$ cat src/aau_pkg.sv
// Constants, opcode encodings and types shared by the accumulator unit.
// Assumes one core clock and a synchronous active-high reset.
`default_nettype none

package aau_pkg;

   // Opcode words decoded by the unit
   localparam logic [15:0] OPC_ABS       = 16'hFF56;
   localparam logic [15:0] OPC_ABSTG     = 16'h565F;
   localparam logic [15:0] OPC_ADDT      = 16'h5623;
   localparam logic [15:0] OPC_ADDIMM    = 16'hFF10;
   localparam logic [15:0] OPC_ADDIMM_MK = 16'hFFF0;

   // Datapath values
   localparam logic [31:0] ACC_MAX  = 32'h7FFFFFFF;
   localparam logic [31:0] ACC_MIN  = 32'h80000000;
   localparam logic [31:0] ACC_ZERO = 32'h00000000;
   localparam int          SHIFT_W  = 4;
   localparam int          HI_SHIFT_LSB = 16;
   localparam int          OVF_W    = 6;
   localparam int          RPT_W    = 8;
   localparam logic [OVF_W-1:0] OVF_ONE = 6'h01;
   localparam logic [RPT_W-1:0] RPT_ONE = 8'h01;
   localparam logic [RPT_W-1:0] RPT_ZERO = 8'h00;

   // Register word addresses
   localparam logic [3:0] REG_MODE   = 4'h0;
   localparam logic [3:0] REG_ACC    = 4'h1;
   localparam logic [3:0] REG_MUL    = 4'h2;
   localparam logic [3:0] REG_OVF    = 4'h3;
   localparam logic [3:0] REG_STATUS = 4'h4;
   localparam logic [3:0] REG_RPTN   = 4'h5;

   // Field positions
   localparam int MODE_SAT = 0;
   localparam int MODE_SGN = 1;
   localparam int MODE_OBJ = 2;
   localparam int ST_N  = 0;
   localparam int ST_Z  = 1;
   localparam int ST_C  = 2;
   localparam int ST_V  = 3;
   localparam int ST_TF = 4;

   // Reset values
   localparam logic [2:0]  MODE_RST = 3'h4;
   localparam logic [31:0] WORD_RST = 32'h00000000;

   typedef enum logic [2:0] {
      AAU_OP_NONE, AAU_OP_ABS, AAU_OP_ABSTG, AAU_OP_ADDIMM, AAU_OP_ADDT
   } aau_op_t;

   typedef enum logic {AAU_ST_IDLE, AAU_ST_RPT} aau_state_t;

   // Opcode word to operation kind
   function automatic aau_op_t aau_decode(input logic [15:0] w);
      aau_op_t k;
      k = AAU_OP_NONE;
      if (w == OPC_ABS) k = AAU_OP_ABS;
      else if (w == OPC_ABSTG) k = AAU_OP_ABSTG;
      else if (w == OPC_ADDT) k = AAU_OP_ADDT;
      else if ((w & OPC_ADDIMM_MK) == OPC_ADDIMM) k = AAU_OP_ADDIMM;
      return k;
   endfunction

endpackage

`default_nettype wire

$ cat src/aau_unit.sv
// Accumulator slice: absolute value, absolute with test-flag toggle,
// shifted immediate add and register-shifted memory add with repeat.
// Assumes the decoder holds off new opcodes while op_busy is high and
// the operand fetch presents a fresh mem_operand on every repeat cycle.
//
// Added by the designer: the register addresses and strobed register access.
`default_nettype none

module aau_unit
   import aau_pkg::*;
(
   // Clock and reset
   input  wire logic             core_clk,
   input  wire logic             rst,
   // Register port
   input  wire logic [3:0]       reg_addr,
   input  wire logic [31:0]      reg_wdata,
   input  wire logic             reg_wr,
   input  wire logic             reg_rd,
   output logic      [31:0]      reg_rdata,
   // Instruction issue from decoder
   input  wire logic             op_valid,
   input  wire logic [15:0]      op_word,
   input  wire logic [15:0]      op_ext_word,
   input  wire logic             rpt_valid,
   input  wire logic [RPT_W-1:0] rpt_count,
   // Operand fetch
   input  wire logic [15:0]      mem_operand,
   // Status to decoder
   output logic                  op_busy,
   output logic                  op_done,
   output logic                  op_illegal
);

   // Architectural state
   logic [31:0]      main_sum_register_reg;
   logic [31:0]      main_sum_register_next;
   logic [31:0]      multiplicand_register_reg;
   logic [31:0]      multiplicand_register_next;
   logic [OVF_W-1:0] overflow_counter_reg;
   logic [OVF_W-1:0] overflow_counter_next;
   logic [RPT_W-1:0] repeat_counter_reg;
   logic [RPT_W-1:0] repeat_counter_next;
   logic [2:0]       mode_reg;
   logic [2:0]       mode_next;
   logic             flag_n_reg;
   logic             flag_n_next;
   logic             flag_z_reg;
   logic             flag_z_next;
   logic             flag_c_reg;
   logic             flag_c_next;
   logic             flag_v_reg;
   logic             flag_v_next;
   logic             test_flag_reg;
   logic             test_flag_next;
   aau_state_t       state_reg;
   aau_state_t       state_next;
   logic [31:0]      rdata_next;
   logic             done_next;
   logic             illegal_next;

   // Mode bits
   logic saturation_mode;
   logic sign_extension_mode;
   logic object_mode;
   assign saturation_mode     = mode_reg[MODE_SAT];
   assign sign_extension_mode = mode_reg[MODE_SGN];
   assign object_mode         = mode_reg[MODE_OBJ];

   // Register port decode
   logic wr_mode;
   logic wr_acc;
   logic wr_mul;
   logic wr_ovf;
   logic wr_status;
   assign wr_mode   = reg_wr && (reg_addr == REG_MODE);
   assign wr_acc    = reg_wr && (reg_addr == REG_ACC);
   assign wr_mul    = reg_wr && (reg_addr == REG_MUL);
   assign wr_ovf    = reg_wr && (reg_addr == REG_OVF);
   assign wr_status = reg_wr && (reg_addr == REG_STATUS);

   // Instruction decode and acceptance
   aau_op_t op_kind;
   logic    start;
   logic    in_rpt;
   logic    legal;
   logic    rpt_start;
   logic    rpt_last;
   assign op_kind   = aau_decode(op_word);
   assign start     = op_valid && (state_reg == AAU_ST_IDLE);
   assign in_rpt    = (state_reg == AAU_ST_RPT);
   assign legal     = (op_kind == AAU_OP_ABS) || (op_kind == AAU_OP_ADDIMM) ||
                      (((op_kind == AAU_OP_ABSTG) || (op_kind == AAU_OP_ADDT))
                       && object_mode);
   assign rpt_start = start && legal && (op_kind == AAU_OP_ADDT) && rpt_valid &&
                      (rpt_count != RPT_ZERO);
   assign rpt_last  = in_rpt && (repeat_counter_reg == RPT_ONE);

   // Execution strobes
   logic exec_abs;
   logic exec_abstg;
   logic exec_imm;
   logic exec_addt;
   logic exec_absany;
   logic exec_add;
   assign exec_abs    = start && legal && (op_kind == AAU_OP_ABS);
   assign exec_abstg  = start && legal && (op_kind == AAU_OP_ABSTG);
   assign exec_imm    = start && legal && (op_kind == AAU_OP_ADDIMM);
   assign exec_addt   = (start && legal && (op_kind == AAU_OP_ADDT)) || in_rpt;
   assign exec_absany = exec_abs || exec_abstg;
   assign exec_add    = exec_imm || exec_addt;

   // Operand selection: immediate word with its shift field, or memory
   // operand shifted by the multiplicand upper half
   logic [15:0]        add_operand;
   logic [SHIFT_W-1:0] shift_field;
   logic [31:0]        addend;
   assign add_operand = exec_imm ? op_ext_word : mem_operand;
   assign shift_field = exec_imm ? op_word[SHIFT_W-1:0]
                       : multiplicand_register_reg[HI_SHIFT_LSB +: SHIFT_W];

   aau_operand_shift u_shift (
      .operand             (add_operand),
      .shift               (shift_field),
      .sign_extension_mode (sign_extension_mode),
      .shifted             (addend)
   );

   // Adder with signed overflow detection
   logic [32:0] sum_wide;
   logic [31:0] add_raw;
   logic        add_carry;
   logic        ovf_pos;
   logic        ovf_neg;
   logic [31:0] add_result;
   assign sum_wide   = {1'b0, main_sum_register_reg} + {1'b0, addend};
   assign add_raw    = sum_wide[31:0];
   assign add_carry  = sum_wide[32];
   assign ovf_pos    = exec_add && !main_sum_register_reg[31] && !addend[31] &&
                       add_raw[31];
   assign ovf_neg    = exec_add && main_sum_register_reg[31] && addend[31] &&
                       !add_raw[31];
   assign add_result = !saturation_mode ? add_raw :
                       ovf_pos ? ACC_MAX : ovf_neg ? ACC_MIN : add_raw;

   // Absolute value with most-negative special case
   logic        acc_is_min;
   logic        acc_is_neg;
   logic [31:0] abs_result;
   assign acc_is_min = (main_sum_register_reg == ACC_MIN);
   assign acc_is_neg = main_sum_register_reg[31];
   assign abs_result = acc_is_min ? (saturation_mode ? ACC_MAX : ACC_MIN) :
                       acc_is_neg ? (ACC_ZERO - main_sum_register_reg)
                                  : main_sum_register_reg;

   // Accumulator and multiplicand, execution wins over a software write
   assign main_sum_register_next = exec_absany ? abs_result :
                                   exec_add ? add_result :
                                   wr_acc ? reg_wdata : main_sum_register_reg;
   assign multiplicand_register_next = wr_mul ? reg_wdata : multiplicand_register_reg;
   assign mode_next = wr_mode ? reg_wdata[2:0] : mode_reg;

   // Result flags; each executing step refreshes N and Z from its own result, C from the adder carry (abs clears it), V only sets and TF only toggles
   logic exec_any;
   logic [31:0] status_base;
   assign exec_any    = exec_absany || exec_add;
   assign status_base = wr_status ? reg_wdata
                        : {27'h0, test_flag_reg, flag_v_reg, flag_c_reg,
                           flag_z_reg, flag_n_reg};
   assign flag_n_next = exec_any ? main_sum_register_next[31]
                        : status_base[ST_N];
   assign flag_z_next = exec_any ? (main_sum_register_next == ACC_ZERO)
                        : status_base[ST_Z];
   assign flag_c_next = exec_absany ? 1'b0 :
                        exec_add ? add_carry : status_base[ST_C];
   // Overflow is sticky: set wins over a same-cycle software clear
   assign flag_v_next = status_base[ST_V] || (exec_absany && acc_is_min) ||
                        ovf_pos || ovf_neg;
   assign test_flag_next = status_base[ST_TF] ^
                           (exec_abstg && acc_is_neg);

   // Overflow counter counts only when saturation is off
   assign overflow_counter_next =
      (ovf_pos && !saturation_mode) ? overflow_counter_reg + OVF_ONE :
      (ovf_neg && !saturation_mode) ? overflow_counter_reg - OVF_ONE :
      wr_ovf ? reg_wdata[OVF_W-1:0] : overflow_counter_reg;

   // Repeat counter and sequencing
   assign repeat_counter_next = rpt_start ? rpt_count :
                                in_rpt ? repeat_counter_reg - RPT_ONE :
                                (start && legal) ? RPT_ZERO :
                                repeat_counter_reg;

   always_comb begin
      state_next = state_reg;
      unique case (state_reg)
         AAU_ST_IDLE: begin
            if (rpt_start) state_next = AAU_ST_RPT;
         end
         AAU_ST_RPT: begin
            if (rpt_last) state_next = AAU_ST_IDLE;
         end
      endcase
   end

   // Handshake outputs
   assign done_next    = (start && legal && !rpt_start) || rpt_last;
   assign illegal_next = start && !legal;

   // Read data mux, unmapped addresses read zero
   always_comb begin
      rdata_next = WORD_RST;
      if (reg_rd) begin
         unique case (reg_addr)
            REG_MODE:   rdata_next = {29'h0, mode_reg};
            REG_ACC:    rdata_next = main_sum_register_reg;
            REG_MUL:    rdata_next = multiplicand_register_reg;
            REG_OVF:    rdata_next = {{(32-OVF_W){overflow_counter_reg[OVF_W-1]}},
                                      overflow_counter_reg};
            REG_STATUS: rdata_next = {27'h0, test_flag_reg, flag_v_reg, flag_c_reg,
                                      flag_z_reg, flag_n_reg};
            REG_RPTN:   rdata_next = {24'h0, repeat_counter_reg};
            default:    rdata_next = WORD_RST;
         endcase
      end
   end

   // Datapath registers
   always_ff @(posedge core_clk) begin
      if (rst) begin
         main_sum_register_reg     <= WORD_RST;
         multiplicand_register_reg <= WORD_RST;
         overflow_counter_reg      <= '0;
         mode_reg                  <= MODE_RST;
      end else begin
         main_sum_register_reg     <= main_sum_register_next;
         multiplicand_register_reg <= multiplicand_register_next;
         overflow_counter_reg      <= overflow_counter_next;
         mode_reg                  <= mode_next;
      end
   end

   // Flag registers
   always_ff @(posedge core_clk) begin
      if (rst) begin
         flag_n_reg    <= 1'b0;
         flag_z_reg    <= 1'b0;
         flag_c_reg    <= 1'b0;
         flag_v_reg    <= 1'b0;
         test_flag_reg <= 1'b0;
      end else begin
         flag_n_reg    <= flag_n_next;
         flag_z_reg    <= flag_z_next;
         flag_c_reg    <= flag_c_next;
         flag_v_reg    <= flag_v_next;
         test_flag_reg <= test_flag_next;
      end
   end

   // Sequencer and outputs
   always_ff @(posedge core_clk) begin
      if (rst) begin
         state_reg          <= AAU_ST_IDLE;
         repeat_counter_reg <= RPT_ZERO;
         reg_rdata          <= WORD_RST;
         op_busy            <= 1'b0;
         op_done            <= 1'b0;
         op_illegal         <= 1'b0;
      end else begin
         state_reg          <= state_next;
         repeat_counter_reg <= repeat_counter_next;
         reg_rdata          <= rdata_next;
         op_busy            <= (state_next == AAU_ST_RPT);
         op_done            <= done_next;
         op_illegal         <= illegal_next;
      end
   end
endmodule // aau_unit

`default_nettype wire

$ cat src/aau_operand_shift.sv
// Extends a 16-bit operand to 32 bits and shifts it left.
// Assumes the shift amount is already limited to 0..15.
`default_nettype none

module aau_operand_shift
   import aau_pkg::*;
(
   // Operand in
   input  wire logic [15:0]        operand,
   input  wire logic [SHIFT_W-1:0] shift,
   input  wire logic               sign_extension_mode,
   // Result
   output logic      [31:0]        shifted
);

   logic [31:0] extended;

   // Sign or zero extension, zeros enter from the bottom
   assign extended = sign_extension_mode ? {{16{operand[15]}}, operand}
                                         : {16'h0000, operand};
   assign shifted  = extended << shift;

endmodule // aau_operand_shift

`default_nettype wire

$ cat config.mk
export PLATFORM = sky130hd
export DESIGN_NAME = aau_unit
export DESIGN_NICKNAME = d
export VERILOG_FILES = /design/src/aau_pkg.sv /design/src/aau_unit.sv /design/src/aau_operand_shift.sv
export SDC_FILE = /design/constraint.sdc
export NUM_CORES = 1
export LEC_CHECK = 0
export BUFFER_PORTS_ARGS = -buffer_cell sky130_fd_sc_hd__buf_2
export CORE_MARGIN = 3
export CORE_UTILIZATION = 42
export DETAILED_ROUTE_END_ITERATION = 6
export PLACE_DENSITY = 0.7
export SLEW_MARGIN = 10
export SYNTH_ARGS = -nofsm -noshare
export SYNTH_HDL_FRONTEND = slang
export SYNTH_HIERARCHICAL = 1
export SYNTH_SLANG_ARGS = --single-unit
$ cat constraint.sdc
create_clock -name core_clk -period 8.1 [get_ports core_clk]
set_input_delay 1.62 -clock core_clk [delete_from_list [all_inputs] [get_ports core_clk]]
set_output_delay 1.62 -clock core_clk [all_outputs]
set_load 0.02 [all_outputs]
==> impl_metrics.tcl, run 1 <==
set metrics [dict create \
    status "complete, no violations" \
    dp.cells 1731 \
    ios 133 \
    final_common_cell "nand2_1" \
    clk_latency_ns 0.43 \
    cts.sinks 121 \
    synth_seq_cells 121 \
    slew_viol_final 0 \
    cts-hold-fix-buffers 0 \
    synthesis.nets 1489 \
    fp.dieH_um 160 \
    gp_congestion 0.978 \
    synth_top_family_by_area "compound AO/OA/AOI/OAI gates" \
    die-area_sq_mm 0.0257 \
    firstDrtPassIters 7 \
    layout-drive-gt1-share_pct 17.4 \
    synth-compound-area-share_pct 28.9 \
    slew_headroom_pct 22.1 \
    crit_type "in2reg" \
    rsz0062_at_grt "false" \
    maxCapViolations 0 \
    multi_input_area_sq_mm 0.00709 \
    post_drt_wl_per_cell_um 20.7 \
    synth_enable_flop_cells 0 \
    core_sq_mm 0.0231 \
    hold_violations 0 \
    syn_area_sq_mm 0.0100 \
    hold_end "multiplicand_register_reg[22]" \
    synthMuxAreaShare_pct 8.38 \
    fmax_mhz 133 \
    finalPower_mw 1.59 \
    critPathMaxFanout 20 \
    start_util_pct 43.4 \
    final_cell_count_no_fill 1763 \
    crit-reg2reg-capture "flag_z_reg" \
    critPathRequiredTime_ns 8.48 \
    synth-seq-area-share_pct 24.2 \
    dieWidth_um 160 \
    grt_max_degree 51 \
    synth_area_leaders "dfxtp_1 (24%), a21oi_1 (8.3%), nand2_1 (7.6%), ha_1 (4.6%), nor2_1 (4.5%)" \
    drt-initial-drc-count 1356 \
    p_per_area_mw_per_mm2 139 \
    hpwl_um 27200 \
    port_buffers 132 \
    antenna_found_initial 1 \
    vdd.ir_drop.worst_uv 118 \
    clockBufferDepth 2 \
    diodes 0 \
    grt_pass1_vias 10400 \
    r2r-start "in_rpt" \
    route.vias.total 11100 \
    ctsHtreeMaxLevel 4 \
    synthAdderAreaFrac_pct 4.83 \
    core.rowCount 55 \
    synthFlopType "dfxtp_1" \
    seq_area_sq_mm 0.00242 \
    synth.largest_area_cell "dfxtp_1" \
    cts_tree "built" \
    remaining_drc_errors 0 \
    synth_xor_area_share_pct 4.38 \
    area_delta_synth_final_pct 14.6 \
    min-delay-start "multiplicand_register_reg[22]" \
    max_slew.worst_pin.slew_ns 1.16 \
    ant_nets 0 \
    setup_ws_ns 0.583 \
    pre_cts_ws_ns 0.276 \
    whs_ns 0.456 \
    ys_types 81 \
    synth_cells 1353 \
    period_share_pct 92.8 \
    rr_worst_depth 22 \
    endpoint_kind "flip-flop" \
    synth-simple-area-share_pct 24.2 \
    cts_root_buf "clkbuf_16" \
    setup_tns_ns 0 \
    async_flop_share_pct 0 \
    hold_path_class "reg2reg" \
    grt_util_all_layers_pct 27.7 \
    vias_per_cell 6.30 \
    grt_overflow 0 \
    reg2reg_setup_slack_ns 1.61 \
    min_period_ns 7.52 \
    min_path_cells 2 \
    cp.arrival_ns 7.90 \
    grt_pass1_wl_um 57700 \
    skew_ns 0.0110 \
    ctsResizeCount 0 \
    syn_avg_cell_area_sq_um 7.39 \
    ys_warn_count 6 \
    setup_violations 0 \
    num-fill-cells 2275 \
    wirelength_um 36400 \
    cp-start-kind "input port" \
    postCtsSetupRepairBufs 0 \
    cts_inserted_buffers 17 \
    fin_nets 1573 \
    clkTransAtPathRegs_ns 0.06 \
    synth_top_area_share_pct 24.2 \
    cellLeakagePower_nw 4.61 \
    final_cell_mix "nand2_1 (202), a21oi_1 (165), buf_2 (132)" \
]
[layout make-up]
| type | instances | area share, % |
|---|---|---|
| timing repair buffer | 160 | 7.60 |
| clock buffer | 19 | 3.95 |
| multi-input combinational | 1110 | 61.9 |
| tap | 313 | 3.42 |
| sequential | 121 | 21.1 |
| inverter | 27 | 0.884 |
| clock inverter | 13 | 1.15 |
[power by group]
group	switching, mW	internal [mW]
clock	0.315	0.446
combinational	0.134	0.0825
sequential	0.0105	0.601
total	0.459	1.13
[worst max-delay path by stage]
stage	to	startpoint
after floorplan	flag_z_reg	op_word[12]
after global placement	flag_z_reg	op_word[7]
after detailed placement	flag_z_reg	op_word[7]
after CTS	flag_z_reg	op_word[7]
after global routing	flag_z_reg	op_word[7]
final	flag_z_reg	op_word[7]
[metal layers]
layer / track usage, % / vias to the layer above / share of wire [%]
li1: - / 5196 / -
met1: 37.0 / 5214 / 41
met2: 44.6 / 585 / 46
met3: 4.57 / 112 / 8.7
met4: 11.4 / 2 / 4.3
met5: 0 / - / 0.036
[cell usage after synthesis, drive strengths merged (9+ instances only)]
cell	number
nand2	202
a21oi	165
dfxtp	121
nor2	121
clkbuf	76
o21ai	62
a22oi	40
ha	37
mux2	35
nand3	31
mux2i	29
inv	27
a211oi	26
xnor2	25
xor2	25
nor3	24
buf	19
o211ai	19
nand4	17
nor4	17
a21o	16
nand2b	14
and3	11
nor3b	11
o31ai	11
a31oi	10
and2	10
nor2b	10
nor4b	9
o22ai	9
or4	9
[critical path: stages]
cell and delay [ns]:
buf_2 0.09, and4b_1 0.31, nand3_1 0.18, nor2_1 0.20
nand2_1 0.17, mux2_2 0.61, buf_4 0.26, mux2i_1 0.10
and2_1 0.18, a2111oi_0 0.59, buf_4 0.21, ha_1 0.26
and3_1 0.20, a221o_1 0.42, a21oi_1 0.31, o21ai_0 0.22
a311o_1 0.41, a21oi_1 0.18, xor2_1 0.25, o21ai_0 0.17
a2111oi_0 0.44, nor4b_1 0.28, nand4_1 0.13, nand2_1 0.08
[kinds of logic after synthesis]
family	count (synthesis)
simple gates	508
compound gates	444
buf+inv	122
xor+xnor	50
fa+ha+maj	38
flops	121
mux	70
[metrics by stage]
step                instance area [sq um]  utilization [%]
global placement                    10900             47.2
detailed placement                  10900             47.2
CTS                                 11500             49.7
floorplan                           10000                -
finish                              11500             49.7
global route                        11500             49.7
Power figures use the tool's default switching activity.
==> inputs of run 2 (changes only) <==
--- a/config.mk
+++ b/config.mk
@@ -13,5 +13,4 @@
 export SLEW_MARGIN = 10
 export SYNTH_ARGS = -nofsm -noshare
 export SYNTH_HDL_FRONTEND = slang
-export SYNTH_HIERARCHICAL = 1
 export SYNTH_SLANG_ARGS = --single-unit
==> impl_metrics.tcl, run 2 <==
set metrics [dict create \
    clk_latency_ns 0.42 \
    synth_seq_cells 121 \
    path_common_cell "nand2_1" \
    hold_violations 0 \
    grt_max_degree 91 \
    grt_util_all_layers_pct 27.0 \
    synth_common_cells "nand2_1 (243), a21oi_1 (175), dfxtp_1 (121)" \
    skew_ns 0.0113 \
    syn_area_sq_mm 0.0101 \
    slew_headroom_pct 20.0 \
    remaining_drc_errors 0 \
    hpwl_um 27600 \
    slowest_delay_ns 0.55 \
    p_per_area_mw_per_mm2 140 \
    min-delay-start "multiplicand_register_reg[30]" \
    cp_num_buf_inv 2 \
    slew_viol_final 0 \
    final_cell_mix "nand2_1 (243), a21oi_1 (175), buf_2 (132)" \
    core_sq_mm 0.0235 \
    seq_area_sq_mm 0.00242 \
    synth_most_common_cell "nand2_1" \
    setup_tns_ns 0 \
    dp.cells 1781 \
    setup_violations 0 \
    synth_top_area_share_pct 24.0 \
    vias_per_cell 6.22 \
    ys_warn_count 0 \
    cp-start-kind "input port" \
    synthesis.nets 1539 \
    start_util_pct 42.8 \
    grt_pass1_wl_um 56700 \
    cts_tree "built" \
    die-area_sq_mm 0.0259 \
    fmax_mhz 139 \
    final_area_sq_mm 0.0115 \
    endpoint_kind "flip-flop" \
    status "complete, no violations" \
    r2r-start "in_rpt" \
    synth_enable_flop_cells 0 \
    final_cell_count_no_fill 1813 \
    ant_nets 0 \
    period_share_pct 88.6 \
    firstDrtPassIters 5 \
    synth.largest_area_cell "dfxtp_1" \
    synth-seq-area-share_pct 24.0 \
    grt_overflow 0 \
    min_period_ns 7.18 \
    path_delay_family "compound AO/OA/AOI/OAI gates" \
    drt-initial-drc-count 1362 \
    cts_root_buf "clkbuf_16" \
    cp.arrival_ns 7.52 \
    worstSetupStartpoint "op_word[7]" \
    grt_pass1_vias 10400 \
    synthFlopType "dfxtp_1" \
    cts-hold-fix-buffers 0 \
    post_drt_wl_per_cell_um 20.0 \
    setup_ws_ns 0.925 \
    synth_cells 1403 \
    clkTransAtPathRegs_ns 0.06 \
    dieWidth_um 161 \
    postCtsSetupRepairBufs 0 \
    cellLeakagePower_nw 4.65 \
    fp.dieH_um 161 \
    route.vias.total 11300 \
    ctsResizeCount 0 \
    num-fill-cells 2407 \
    placed_cell_area_sq_mm 0.0109 \
    clockBufferDepth 2 \
    ios 133 \
    max_slew.worst_pin.slew_ns 1.19 \
    area_delta_synth_final_pct 14.4 \
    final_core_util_pct 49.0 \
    wirelength_um 36300 \
    critPathMaxFanout 18 \
    cts.sinks 121 \
    fin_nets 1617 \
    pre_cts_ws_ns 0.673 \
    gp_congestion 0.982 \
    maxCapViolations 0 \
    crit_slowest_cell "mux2i_4" \
    core.rowCount 56 \
    rsz0062_at_grt "false" \
    vdd.ir_drop.worst_uv 127 \
    final_common_cell "nand2_1" \
    ctsHtreeMaxLevel 4 \
    crit_type "in2reg" \
    layout-drive-gt1-share_pct 16.1 \
    cts_inserted_buffers 17 \
    synth_area_leaders "dfxtp_1 (24%), nand2_1 (9.0%), a21oi_1 (8.7%), ha_1 (4.6%), mux2i_1 (4.4%)" \
    async_flop_share_pct 0 \
    hold_path_class "reg2reg" \
    ys_types 98 \
    multi_input_area_sq_mm 0.00723 \
    critPathRequiredTime_ns 8.45 \
    diodes 0 \
    port_buffers 132 \
    antenna_found_initial 0 \
    syn_avg_cell_area_sq_um 7.18 \
]
run 2: worst min-delay path, stage by stage (launching register included):
cell	delay, ns
dfxtp_1	0.31
nand2_1	0.05
a21oi_1	0.05
run 2: metrics by stage:
step | power, mW | hold WS (ns)
floorplan | 0.762 | 0.436
global placement | 0.840 | 0.442
detailed placement | 0.841 | 0.447
finish | 1.61 | 0.456
CTS | 1.60 | 0.455
global route | 1.65 | 0.475
run 2: per-layer routing:
layer / track usage [%] / vias up / wire (um)
li1: - / 5306 / -
met1: 36.7 / 5257 / 15100
met2: 44.2 / 605 / 16600
met3: 4.41 / 100 / 3330
met4: 8.10 / 0 / 1250
met5: 0 / - / 0
run 2: area by class of cell:
cell class | instances | area share (%)
clock buffers | 18 | 3.81
clock inverters | 14 | 1.39
inverters | 22 | 0.716
multi-input cells | 1169 | 62.7
flip-flops and latches | 121 | 21.0
well taps | 319 | 3.46
repair buffers | 150 | 6.90
run 2: logic make-up (layout without fill, tap and decap cells):
kind of cell / after synthesis / in the layout / synth area share [%]
and+or+nand+nor: 554 / 554 / 26.7
AOI/OAI and AO/OA: 466 / 466 / 29.0
DFF: 121 / 121 / 24.0
buffers and inverters: 113 / 204 / 4.51
muxes: 60 / 60 / 6.34
xor gates and xnor gates: 51 / 51 / 4.62
adders and majority gates: 38 / 38 / 4.79
run 2: final timing paths:
kind	end	slack [ns]	cells past startpoint
max	flag_z_reg	0.92	26
max reg2reg	flag_z_reg	1.77	22
min	multiplicand_register_reg[30]	0.46	2
min reg2reg	multiplicand_register_reg[30]	0.46	2
run 2: report_power, final:
part / total (mW) / leakage, nW / switching, mW / internal (mW)
Sequential: 0.613 / 0.976 / 0.0115 / 0.601
Clock: 0.774 / 0.298 / 0.306 / 0.468
Combinational: 0.222 / 3.37 / 0.139 / 0.0829
Total: 1.61 / 4.65 / 0.456 / 1.15
